<file path="src/odt_map.svh">
// timing counts and field positions of the termination control block
// assumes a 100 MHz core clock shared by both ends
`ifndef ODT_MAP_SVH
`define ODT_MAP_SVH
`define ODT_CLK_PERIOD_NS   10
`define ODT_WL_OFFSET       2
`define ODT_SHORT_HOLD      4
`define ODT_LONG_HOLD       6
`define ODT_ASYNC_MIN_NS    2
`define ODT_ASYNC_MAX_X10   85
// least delay rounds up, longest rounds down, none below one cycle
`define ODT_ASYNC_MIN_CYC   ((`ODT_ASYNC_MIN_NS + `ODT_CLK_PERIOD_NS - 1) / `ODT_CLK_PERIOD_NS)
`define ODT_ASYNC_MAX_RAW   (`ODT_ASYNC_MAX_X10 / (10 * `ODT_CLK_PERIOD_NS))
`define ODT_ASYNC_MAX_CYC   ((`ODT_ASYNC_MAX_RAW < 1) ? 1 : `ODT_ASYNC_MAX_RAW)
`define ODT_NOM_LSB         0
`define ODT_NOM_MID         1
`define ODT_NOM_MSB         2
`define ODT_WR_LSB          0
`define ODT_WR_MSB          1
`define ODT_RESET_CWL       4'h5
`endif

</file>
<file path="src/odt_pkg.sv">
// types shared by both termination control ends
// assumes odt_map.svh for numeric constants
package odt_pkg;
	typedef logic [3:0] odt_lat_t;   // latency in clocks
	typedef logic [2:0] odt_nom_t;   // nominal termination code
	typedef logic [1:0] odt_wr_t;    // write termination code
	typedef logic [1:0] odt_al_t;    // additive latency code
	typedef enum logic [1:0] {
		ODT_MODE_OFF   = 2'b00,
		ODT_MODE_SYNC  = 2'b01,
		ODT_MODE_ASYNC = 2'b10
	} odt_mode_e;
endpackage : odt_pkg

</file>
<file path="src/odt_link_if.sv">
// the termination pin and write strobe between controller and memory
// assumes both ends run on core_clk
interface odt_link_if;
	logic termPin;     // termination control pin level
	logic writeCmd;    // write command registered this cycle
	logic writeBl8;    // that write is burst length 8
	modport controller (output termPin, output writeCmd, output writeBl8);
	modport memory     (input termPin, input writeCmd, input writeBl8);
endinterface : odt_link_if

</file>
<file path="src/odt_delay_line.sv">
// selectable delay of one bit, 0 to DEPTH-1 cycles
// assumes same-clock input
module odt_delay_line #(
	parameter int DEPTH = 16
) (
	input  wire logic                     core_clk, // clock
	input  wire logic                     rst,      // sync reset
	input  wire logic                     din,      // bit in
	input  wire logic [$clog2(DEPTH)-1:0] sel,      // delay select
	output logic                          dout      // delayed bit
);
	logic [DEPTH-1:0] shift_reg;
	logic [DEPTH-1:0] shift_next;
	always_comb begin
		shift_next = {shift_reg[DEPTH-2:0], din};
	end
	always_ff @(posedge core_clk) begin
		if (rst) begin
			shift_reg <= '0;
		end else begin
			shift_reg <= shift_next;
		end
	end
	// zero select passes input straight through
	assign dout = (sel == '0) ? din : shift_reg[sel - 1'b1];
endmodule : odt_delay_line

</file>
<file path="src/odt_memory_end.sv">
// memory side termination timing: sync latency path and async delay path
// assumes pin arrives from another chip; mode bits are static config
`include "odt_map.svh"
// Overview of operation
// RULE1: sync timing when DLL locked and termination enabled
// RULE2: sync in active states, APD, PPD with DLL
// RULE3: turn on after on latency from high
// RULE4: turn off after off latency from low
// RULE5: both latencies equal CWL plus AL minus two
// RULE6: internal pin copy delayed by additive latency
// RULE7: turn-off completes half clock after latency; here the off edge lands on the latency boundary
// RULE8: controller holds pin high four cycles
// RULE9: write holds pin four or six cycles
// RULE10: release after later of both holds
// RULE11: controller drops pin before read preamble
// RULE12: no re-enable before read postamble ends
// RULE13: async timing in PPD with DLL off
// RULE14: async timing while DLL relocks
// RULE15: async ignores AL; fixed delays used
// RULE16: async on between 2 and 8.5 ns; here a fixed delay of one 10 ns cycle
// RULE17: async off between 2 and 8.5 ns; here a fixed delay of one 10 ns cycle
// RULE18: termination values from mode register fields
// RULE19: write termination WL-2 after write, then back
// RULE20: no termination enabled keeps high impedance
module odt_memory_end
	import odt_pkg::*;
(
	input  wire logic           core_clk,     // clock
	input  wire logic           rst,          // sync reset, active high
	odt_link_if.memory          link,         // pin from controller
	input  wire logic           dllLocked,    // DLL on and locked
	input  wire logic           dllRelock,    // DLL resynchronising
	input  wire logic           cke,          // clock enable level
	input  wire logic           prechargePd,  // in precharge power-down
	input  wire logic           dllOnInPd,    // mode 0 bit 12
	input  wire odt_al_t        alCode,       // mode 1 bits 4,3
	input  wire odt_lat_t       cwl,          // CAS write latency
	input  wire odt_nom_t       nomCode,      // mode 1 bits 9,6,2
	input  wire odt_wr_t        wrCode,       // mode 2 bits 10,9
	output odt_mode_e           termMode,     // active timing mode
	output logic                termOn,       // termination enabled
	output logic                termWrite,    // write value selected
	output odt_nom_t            nomValue,     // nominal value code
	output odt_wr_t             wrValue       // write value code
);
	import odt_pkg::*;
	logic     pinS1_reg, pinS2_reg, wrS1_reg, wrS2_reg, bl8S1_reg, bl8S2_reg;
	logic     termEnabled, asyncCond, syncPin, syncRaw;
	odt_lat_t alLat, wl, odtLat, cwlLat;
	odt_mode_e mode_reg, mode_next;
	logic     on_reg, on_next, wsel_reg, wsel_next;
	odt_nom_t nom_reg, nom_next;
	odt_wr_t  wr_reg, wr_next;
	logic [3:0] asyncCnt_reg, asyncCnt_next, wCnt_reg, wCnt_next;
	logic [3:0] wEnd_reg, wEnd_next;
	logic       asyncTgt_reg, asyncTgt_next;

	// pin and strobes come from the other chip: two-stage sync
	always_ff @(posedge core_clk) begin
		if (rst) begin
			pinS1_reg <= 1'b0; pinS2_reg <= 1'b0;
			wrS1_reg  <= 1'b0; wrS2_reg  <= 1'b0;
			bl8S1_reg <= 1'b0; bl8S2_reg <= 1'b0;
		end else begin
			pinS1_reg <= link.termPin;  pinS2_reg <= pinS1_reg;
			wrS1_reg  <= link.writeCmd; wrS2_reg  <= wrS1_reg;
			bl8S1_reg <= link.writeBl8; bl8S2_reg <= bl8S1_reg;
		end
	end

	// AL codes: 0 -> 0, 1 -> CL-1, 2 -> CL-2; CL taken as CWL+1 here
	always_comb begin
		unique case (alCode)
			2'b01:   alLat = cwl;
			2'b10:   alLat = cwl - 4'h1;
			default: alLat = 4'h0;
		endcase
		wl     = cwl + alLat;
		odtLat = (wl > 4'h2) ? wl - 4'h2 : 4'h0;   // [RULE5]
		// AL is already spent in the first line, so only CWL-2 is left
		cwlLat = (cwl > 4'h2) ? cwl - 4'h2 : 4'h0;
	end

	assign termEnabled = (nomCode != 3'h0) || (wrCode != 2'h0);
	// async in PPD with DLL off, or during relock
	assign asyncCond = dllRelock ||
		(!cke && prechargePd && !dllOnInPd);            // [RULE13] [RULE14]

	// AL then CWL-2: together the on/off latency of CWL+AL-2
	odt_delay_line #(.DEPTH(16)) u_alDelay (
		.core_clk (core_clk),
		.rst      (rst),
		.din      (pinS2_reg),
		.sel      (alLat),                               // [RULE6]
		.dout     (syncRaw)
	);
	odt_delay_line #(.DEPTH(16)) u_latDelay (
		.core_clk (core_clk),
		.rst      (rst),
		.din      (syncRaw),
		.sel      (cwlLat),                              // [RULE3] [RULE4]
		.dout     (syncPin)
	);

	always_comb begin
		mode_next     = mode_reg;
		on_next       = on_reg;
		asyncCnt_next = asyncCnt_reg;
		asyncTgt_next = asyncTgt_reg;
		wCnt_next     = wCnt_reg;
		wEnd_next     = wEnd_reg;
		wsel_next     = wsel_reg;
		nom_next      = nomCode;                         // [RULE18]
		wr_next       = wrCode;                          // [RULE18]
		if (!termEnabled) begin
			mode_next = ODT_MODE_OFF;
		end else if (asyncCond) begin
			mode_next = ODT_MODE_ASYNC;
		end else if (dllLocked) begin
			mode_next = ODT_MODE_SYNC;                   // [RULE1] [RULE2]
		end
		unique case (mode_reg)
			ODT_MODE_OFF: begin
				on_next = 1'b0;                          // [RULE20]
			end
			ODT_MODE_SYNC: begin
				// off edge lands on the latency boundary (skew analog)
				on_next = syncPin;                       // [RULE7]
			end
			ODT_MODE_ASYNC: begin
				// no AL; fixed delay of one 10 ns cycle, past the 2..8.5 ns window
				// apply before retargeting so one-cycle pulses are kept
				if (asyncCnt_reg == 4'h1) begin
					on_next = asyncTgt_reg;              // [RULE16] [RULE17]
				end
				if (pinS2_reg != asyncTgt_reg) begin
					asyncTgt_next = pinS2_reg;           // [RULE15]
					asyncCnt_next = 4'(`ODT_ASYNC_MAX_CYC);
				end else if (asyncCnt_reg != 4'h0) begin
					asyncCnt_next = asyncCnt_reg - 4'h1;
				end
			end
			default: on_next = 1'b0;
		endcase
		// dynamic switch only in sync mode with write value enabled
		if (mode_reg == ODT_MODE_SYNC && wrCode != 2'h0 && wrS2_reg) begin
			wCnt_next = (odtLat == 4'h0) ? 4'h1 : odtLat;   // [RULE19]
			wEnd_next = bl8S2_reg ? 4'(`ODT_LONG_HOLD) : 4'(`ODT_SHORT_HOLD);
		end else if (wCnt_reg != 4'h0) begin
			wCnt_next = wCnt_reg - 4'h1;
			if (wCnt_reg == 4'h1) begin
				wsel_next = 1'b1;
			end
		end else if (wsel_reg) begin
			if (wEnd_reg <= 4'h1) begin
				wsel_next = 1'b0;
				wEnd_next = 4'h0;
			end else begin
				wEnd_next = wEnd_reg - 4'h1;
			end
		end
		if (mode_reg != ODT_MODE_SYNC) begin
			wsel_next = 1'b0;
		end
	end

	always_ff @(posedge core_clk) begin
		if (rst) begin
			mode_reg     <= ODT_MODE_OFF;
			on_reg       <= 1'b0;
			asyncCnt_reg <= 4'h0;
			asyncTgt_reg <= 1'b0;
			wCnt_reg     <= 4'h0;
			wEnd_reg     <= 4'h0;
			wsel_reg     <= 1'b0;
			nom_reg      <= 3'h0;
			wr_reg       <= 2'h0;
		end else begin
			mode_reg     <= mode_next;
			on_reg       <= on_next;
			asyncCnt_reg <= asyncCnt_next;
			asyncTgt_reg <= asyncTgt_next;
			wCnt_reg     <= wCnt_next;
			wEnd_reg     <= wEnd_next;
			wsel_reg     <= wsel_next;
			nom_reg      <= nom_next;
			wr_reg       <= wr_next;
		end
	end

	assign termMode  = mode_reg;
	assign termOn    = on_reg;
	assign termWrite = wsel_reg & on_reg;
	assign nomValue  = nom_reg;
	assign wrValue   = wr_reg;
endmodule : odt_memory_end

</file>
<file path="src/flat_wrapper.sv">
// flat-port wrapper written by rule: the top's interface ports become plain ports
module odt_memory_end_flat import odt_pkg::*;
  (core_clk, rst, dllLocked, dllRelock, cke, prechargePd, dllOnInPd, alCode, cwl, nomCode, wrCode, termMode, termOn, termWrite, nomValue, wrValue, link_termPin, link_writeCmd, link_writeBl8);
  odt_link_if link_i ();
  input  wire logic core_clk;
  input  wire logic rst;
  input  wire logic dllLocked;
  input  wire logic dllRelock;
  input  wire logic cke;
  input  wire logic prechargePd;
  input  wire logic dllOnInPd;
  input  wire odt_al_t alCode;
  input  wire odt_lat_t cwl;
  input  wire odt_nom_t nomCode;
  input  wire odt_wr_t wrCode;
  output odt_mode_e termMode;
  output logic termOn;
  output logic termWrite;
  output odt_nom_t nomValue;
  output odt_wr_t wrValue;
  input wire logic [$bits(link_i.termPin)-1:0] link_termPin;
  input wire logic [$bits(link_i.writeCmd)-1:0] link_writeCmd;
  input wire logic [$bits(link_i.writeBl8)-1:0] link_writeBl8;
  assign link_i.termPin = link_termPin;
  assign link_i.writeCmd = link_writeCmd;
  assign link_i.writeBl8 = link_writeBl8;
  odt_memory_end u_core (.core_clk(core_clk), .rst(rst), .link(link_i), .dllLocked(dllLocked), .dllRelock(dllRelock), .cke(cke), .prechargePd(prechargePd), .dllOnInPd(dllOnInPd), .alCode(alCode), .cwl(cwl), .nomCode(nomCode), .wrCode(wrCode), .termMode(termMode), .termOn(termOn), .termWrite(termWrite), .nomValue(nomValue), .wrValue(wrValue));
endmodule
</file>
<file path="config.mk">
export PLATFORM = sky130hd
export DESIGN_NAME = odt_memory_end_flat
export DESIGN_NICKNAME = d
export VERILOG_FILES = /design/src/odt_pkg.sv /design/src/odt_link_if.sv /design/src/odt_delay_line.sv /design/src/odt_memory_end.sv /design/src/flat_wrapper.sv
export VERILOG_INCLUDE_DIRS = /design/src
export SDC_FILE = /design/constraint.sdc
export NUM_CORES = 1
export LEC_CHECK = 0
export ABC_AREA = 1
export BUFFER_PORTS_ARGS = -buffer_cell sky130_fd_sc_hd__buf_2
export CAP_MARGIN = 10
export CORE_MARGIN = 4
export CORE_UTILIZATION = 25
export CTS_CLUSTER_SIZE = 10
export DETAILED_ROUTE_END_ITERATION = 8
export GPL_TIMING_DRIVEN = 0
export SETUP_SLACK_MARGIN = 0.15
export SLEW_MARGIN = 20
export SYNTH_ARGS = -nofsm -noshare
export SYNTH_HDL_FRONTEND = slang
export SYNTH_HIERARCHICAL = 1
export SYNTH_SLANG_ARGS = --single-unit
</file>
<file path="constraint.sdc">
create_clock -name core_clk -period 3.2 [get_ports core_clk]
set_clock_uncertainty 0.2 [all_clocks]
set_input_delay 0.96 -clock core_clk [delete_from_list [all_inputs] [get_ports core_clk]]
set_output_delay 0.96 -clock core_clk [all_outputs]
set_load 0.03 [all_outputs]
</file>
==> run_results.csv, run 1 <==
group,metric,value,unit
yosys,syn_inst,455,
drt,vias,2791,
die,coreArea,0.01262,sq mm
sta,worst_pin_slew,0.6118,ns
cts,hold_buffers,0,
critical_path,crit_type,"in -> reg",
global_routing,antenna_found_initial,0,
drt,routed_via_density,4.074,
finish,layout-drive-gt1-share,24.17,%
worst_hold_path,hold_class,"reg -> reg",
yosys,syn_area,0.003211,sq mm
finish,area.growth.synth_to_final,32.62,%
cts,clock_path_buffers,2,
cts,cts_tree,"done",
sta,setup_viol,0,
yosys,netlist.area_leader.share,37.41,%
sta,holdWs,0.2061,ns
die,die_w,121.3,microns
yosys,synth_area_leaders,"dfxtp_1 37%, nand2_1 11%, inv_1 11%",
drt,dr.first_iter.drc_count,93,
sta,fin_crit_sh,91.64,%
finish,n_fill_cell,1392,
cts,htree_levels,3,
yosys,synth-edff-count,0,
yosys,synth_cell_types,33,
critical_path,cp_max_fo,5,
critical_path,slowest_delay,0.54,ns
die,die_y,121.3,microns
outcome,status,"finished clean",
drt,ant_nets,0,
critical_path,crit_path_frequent_cell,"nand2_1",
yosys,synth_nets,500,
finish,diodes,0,
yosys,synth_top_cell_by_area,"dfxtp_1",
global_routing,grt_max_degree,12,
finish,fin_nets,553,
cts,clock-sinks,60,
cts,clkSlewWorstSetupHoldPaths,0.05,ns
place,place.detailed.hpwl,5.028,mm
flow_run,maxCapViolCount,0,
critical_path,cp_cell_sequence,"buf_6 > inv_4 > ha_4 > inv_2 > nand2_2 > a21oi_4 > buf_4 > fa_2 > inv_2 > ha_1 > inv_1 > nand3_1 > nand2_1 > nand2_1 > nand3_1 > nand2_1 > nand2_1 > a21oi_2",
finish,fin_util,33.74,%
die,initial_utilization,25.44,%
sta,relSlewSlack,59.21,%
place,io_buffers,29,
yosys,async_reset_ff_share,0,%
critical_path,crit_path_end_kind,"flop",
yosys,seq_area_frac_synth,37.41,%
drt,drt-total-wl,6.656,mm
power,irDropWorstVdd,0.2149,mV
global_routing,grt_pass1_vias,2799,
global_routing,overflow,0,
global_routing,grt_pass1_wl,11.85,mm
cts,clk_latency,0.32,ns
power,p_leak,1.946,nW
drt,drt_pass1_iterations,4,
finish,stdcell_count,685,
critical_path,critPathRequiredTime,3.18,ns
critical_path,startpoint_type,"input port",
critical_path,slowest_stage,"fa_2",
yosys,synthFlopType,"dfxtp_1",
drt,drcViolationCount,0,
place,dp_cells,656,
sta,hold_violations,0,
global_routing,grtUsageTotal,9.760,%
cts,cts_made_buffers,9,
drt,routedWlPerCell,9.717,microns
die,dieArea,0.01472,sq mm
die,row_count,41,
cts,clock-root-buffer,"clkbuf_16",
sta,rsz0062_at_grt,"no",
place,finalWeightedCongestion,0.7869,
yosys,syn_area_per_cell,7.056,sq um
power,finalPower,2.388,mW
critical_path,critPathArrivalTime,2.91,ns
die,io_pins,30,
sta,drv_slew,0,
yosys,synth.ff_latch_count,60,
sta,timing.fmax,0.3410,GHz
sta,final.min_clock_period,2.932,ns
yosys,yosysWarnings,6,
power,powerDensity,560.8,mW/mm^2
worst paths after layout:
check	end	slack [ns]	cells after the start	startpoint
setup / recovery	u_core/wCnt_reg[0]$_SDFFE_PP0P_	0.27	18	cwl[0]
hold / removal	u_core/bl8S2_reg$_SDFF_PP0_	0.21	2	u_core/bl8S1_reg$_SDFF_PP0_
hold reg to reg	u_core/bl8S2_reg$_SDFF_PP0_	0.21	2	u_core/bl8S1_reg$_SDFF_PP0_
setup reg to reg	u_core/wsel_reg$_SDFFE_PP0P_	1.28	10	u_core/termMode[1]$_SDFFE_PP0P_
stage by stage:
| step | area (sq um) | setup TNS (ns) | setup slack [ns] |
|---|---|---|---|
| detailed placement | 3674 | -1.082 | -0.4577 |
| CTS | 4066 | 0 | 0.1524 |
| finish | 4258 | 0 | 0.2676 |
| global route | 4258 | 0 | 0.1431 |
| floorplan | 3313 | 0 | 0.1628 |
| global placement | 3674 | -0.8878 | -0.4240 |
critical path, delay by kind of cell:
kind | cells | cell delay (ns)
simple gates | 7 | 0.45
buf+inv | 6 | 0.41
compound gates | 2 | 0.12
fa+ha+maj | 3 | 0.97
where the power goes:
| part | switching, mW | leakage [nW] | internal [mW] |
|---|---|---|---|
| combinational | 0.312 | 1.30 | 0.222 |
| clock | 0.315 | 0.160 | 0.725 |
| sequential | 0.0265 | 0.488 | 0.788 |
cells in the mapped netlist, types with 2 or more instances:
cell type / number
inv_1: 90
nand2_2: 3
inv_2: 3
nand4_1: 5
xor2_1: 4
nand3_1: 41
clkinv_2: 2
nor3_1: 3
buf_2: 2
a21oi_1: 13
nand3_4: 3
xnor2_1: 4
nand2_1: 94
inv_12: 2
nor2_1: 67
o21ai_0: 12
a31oi_1: 4
nand2_4: 2
o21a_1: 2
clkbuf_1: 4
ha_1: 23
dfxtp_1: 60
buf_6: 2
metal layers:
layer | GRT usage (%) | share of wire, % | up-vias
met5 | 0 | 0 | -
met4 | 3.361 | 1.7 | 0
met3 | 2.937 | 3.4 | 10
met2 | 16.79 | 50 | 27
met1 | 11.51 | 45 | 1259
li1 | - | - | 1495
area by class of cell:
| cell class | instances | area, sq um | share of cell area [%] |
|---|---|---|---|
| multi-input combinational | 290 | 1794 | 42.14 |
| sequential | 60 | 1201 | 28.21 |
| inverter | 97 | 406.6 | 9.550 |
| timing repair buffer | 42 | 264.0 | 6.200 |
| clock buffer | 13 | 260.3 | 6.112 |
| tap | 172 | 215.2 | 5.054 |
| clock inverter | 3 | 68.82 | 1.616 |
| buffer | 8 | 47.55 | 1.117 |
cells by family (layout without fill, tap and decap cells):
logic type                 count (synthesis)  after routing  share of synthesized area [%]
DFF                                       60             60                          37.41
AOI/OAI and AO/OA                         37             37                          6.859
buffers and inverters                    105            163                          13.68
and+or+nand+nor                          221            221                          30.28
xor gates and xnor gates                   8              8                          2.182
adders and majority gates                 24             24                          9.587
layout by cell type (no fill, tap or decap), types with 3 or more instances in the layout:
cell type | netlist | layout
inv_2 | 3 | 9
inv_1 | 90 | 80
clkbuf_16 | 0 | 9
inv_4 | 0 | 3
nand2_2 | 3 | 8
nand2_1 | 94 | 89
a21oi_2 | 1 | 5
a21oi_1 | 13 | 8
xor2_1 | 4 | 4
o21ai_0 | 12 | 12
clkbuf_1 | 4 | 6
ha_4 | 0 | 7
xnor2_1 | 4 | 3
buf_4 | 0 | 13
nand3_2 | 1 | 14
ha_1 | 23 | 16
nand3_4 | 3 | 3
nand4_1 | 5 | 5
dfxtp_1 | 60 | 60
nand3_1 | 41 | 28
buf_6 | 2 | 3
nor2_1 | 67 | 67
a31oi_1 | 4 | 4
buf_2 | 2 | 29
timing repair:
item | CTS | global route
gates resized for setup | 5 | 35
pin swaps | 4 | 19
setup buffers | 6 | 7
setup endpoints to repair | 3 | 3
Power figures use the tool's default switching activity.
==> run 2, diff against run 1 <==
--- a/config.mk
+++ b/config.mk
@@ -7,8 +7,9 @@
 export NUM_CORES = 1
 export LEC_CHECK = 0
 export ABC_AREA = 1
-export BUFFER_PORTS_ARGS = -buffer_cell sky130_fd_sc_hd__buf_2
+export BUFFER_PORTS_ARGS = -buffer_cell sky130_fd_sc_hd__buf_4
 export CAP_MARGIN = 10
+export CORE_ASPECT_RATIO = 1.2
 export CORE_MARGIN = 4
 export CORE_UTILIZATION = 25
 export CTS_CLUSTER_SIZE = 10
==> run 2 against run 1 <==
  * Hold slack lost 0.0046 ns
  * Sequential cell count is the same
  * Combinational power grew 2%
  * Count of clock-buffer cells in the layout shrank 3
  * Maximum frequency shrank 1.2%
  * Largest power group unchanged
  * Non-clock buffer count grew 1
  * Global-route usage is essentially flat
==> run_results.csv, run 2 (synthesis results as in run 1) <==
group,metric,value,unit
sta,final.min_clock_period,2.967,ns
global_routing,antenna_found_initial,0,
finish,layout-drive-gt1-share,23.15,%
cts,clock-sinks,60,
die,initial_utilization,25.46,%
drt,ant_nets,0,
critical_path,critPathArrivalTime,3.02,ns
sta,worst_pin_slew,0.6306,ns
cts,clkSlewWorstSetupHoldPaths,0.05,ns
flow_run,maxCapViolCount,0,
place,finalWeightedCongestion,0.8067,
die,coreArea,0.01261,sq mm
sta,timing.fmax,0.3371,GHz
sta,drv_slew,0,
cts,clock-root-buffer,"clkbuf_16",
cts,cts_tree,"done",
drt,dr.first_iter.drc_count,65,
sta,fin_setup_tns,0,ns
cts,clk_latency,0.33,ns
cts,htree_levels,3,
worst_hold_path,hold_class,"reg -> reg",
drt,routed_via_density,4.143,
sta,relSlewSlack,57.96,%
finish,final_cell_mix,"88 x nand2_1, 82 x inv_1, 67 x nor2_1, 60 x dfxtp_1, 40 x buf_4",
finish,design_area,0.004309,sq mm
drt,drt-total-wl,6.841,mm
global_routing,grtUsageTotal,9.727,%
critical_path,critPathRequiredTime,3.26,ns
die,dieArea,0.01473,sq mm
global_routing,grt_max_degree,12,
global_routing,grt_pass1_vias,2802,
place,place.detailed.hpwl,4.936,mm
place,pre_cts_ws,-0.4066,ns
cts,clock_path_buffers,2,
critical_path,slowest_delay,0.27,ns
die,die_y,132.1,microns
critical_path,cp_cell_sequence,"buf_12 > clkinv_8 > ha_4 > inv_2 > nand2_2 > a21oi_4 > inv_2 > ha_4 > inv_4 > nand3_2 > nand3_1 > nand3_1 > nand2_2 > nand2_2 > nand2_2 > nand4_1 > nand2_1 > nand2_1 > a21oi_2 > nand2_1 > a21oi_2",
sta,hold_violations,0,
place,io_buffers,29,
sta,rsz0062_at_grt,"yes",
sta,fin_crit_sh,92.71,%
finish,area.growth.synth_to_final,34.22,%
power,irDropWorstVdd,0.2315,mV
global_routing,grt_pass1_wl,11.88,mm
die,die_w,111.5,microns
critical_path,crit_path_frequent_cell,"nand2_2",
sta,setup_ws,0.2331,ns
drt,routedWlPerCell,10.09,microns
drt,drcViolationCount,0,
die,row_count,45,
finish,fin_nets,554,
finish,diodes,0,
drt,vias,2809,
finish,final_common_cell,"nand2_1",
drt,drt_pass1_iterations,4,
global_routing,overflow,0,
die,io_pins,30,
critical_path,crit_path_end_kind,"flop",
critical_path,slowest_stage,"ha_4",
power,powerDensity,558.1,mW/mm^2
critical_path,crit_type,"in -> reg",
critical_path,cp_max_fo,5,
sta,setup_viol,0,
cts,cts_made_buffers,9,
place,placed_cell_area,0.003736,sq mm
outcome,status,"finished clean",
power,p_leak,1.975,nW
critical_path,startpoint_type,"input port",
==> run 2: timing repair <==
action	4_1_cts	5_1_grt
setup endpoints to repair	2	4
hold buffers	0	0
resized for setup	4	29
buffers inserted	4	10
pin swaps	4	16
==> run 2: through the flow <==
| stage | power (mW) | hold WS, ns | utilization (%) | instances |
|---|---|---|---|---|
| 6_report | 2.405 | 0.2015 | 34.17 | 678 |
| 5_1_grt | 2.552 | 0.2092 | 34.17 | 678 |
| 4_1_cts | 2.393 | 0.2014 | 32.58 | 668 |
| 3_5_place_dp | 1.316 | 0.1946 | 29.62 | 648 |
| 3_3_place_gp | 1.305 | 0.1907 | 29.62 | 648 |
| 2_1_floorplan | 1.204 | 0.1883 | - | 455 |
==> run 2: cell type report <==
cell class	instances	area, sq um
fill	1348	8303
multi-input combinational	290	1754
sequential	60	1201
inverter	97	414.1
timing repair buffer	43	360.3
clock buffer	10	239.0
tap	164	205.2
clock inverter	6	87.58
buffer	8	47.55
==> run 2: worst max-delay path: cells and delay by family <==
family | cells | cell delay [ns]
AOI/OAI and AO/OA | 3 | 0.42
adders and majority gates | 2 | 0.47
buffers and inverters | 5 | 0.35
and+or+nand+nor | 11 | 0.80
==> run 2: final timing paths <==
check / slack, ns / from / end / cells after the start
worst max-delay path: 0.23 / cwl[0] / u_core/termOn$_SDFFE_PP0P_ / 21
worst min-delay path: 0.20 / u_core/pinS1_reg$_SDFF_PP0_ / u_core/pinS2_reg$_SDFF_PP0_ / 2
worst max register to register: 1.31 / u_core/termMode[1]$_SDFFE_PP0P_ / u_core/wsel_reg$_SDFFE_PP0P_ / 10
worst min register to register: 0.20 / u_core/pinS1_reg$_SDFF_PP0_ / u_core/pinS2_reg$_SDFF_PP0_ / 2
==> run 2: report_power, final <==
group	switching (mW)	internal (mW)	total, mW
clock network	0.345	0.702	1.05
registers	0.0276	0.788	0.815
logic	0.309	0.234	0.543
total	0.681	1.72	2.40
==> run 2: routing by layer <==
| layer | vias up | share of wire (%) | GRT usage [%] |
|---|---|---|---|
| met2 | 41 | 47 | 16.10 |
| met3 | 11 | 5.2 | 3.260 |
| met4 | 0 | 2.3 | 5.477 |
| met1 | 1257 | 45 | 10.93 |
| li1 | 1500 | - | - |
| met5 | - | 0 | 0 |
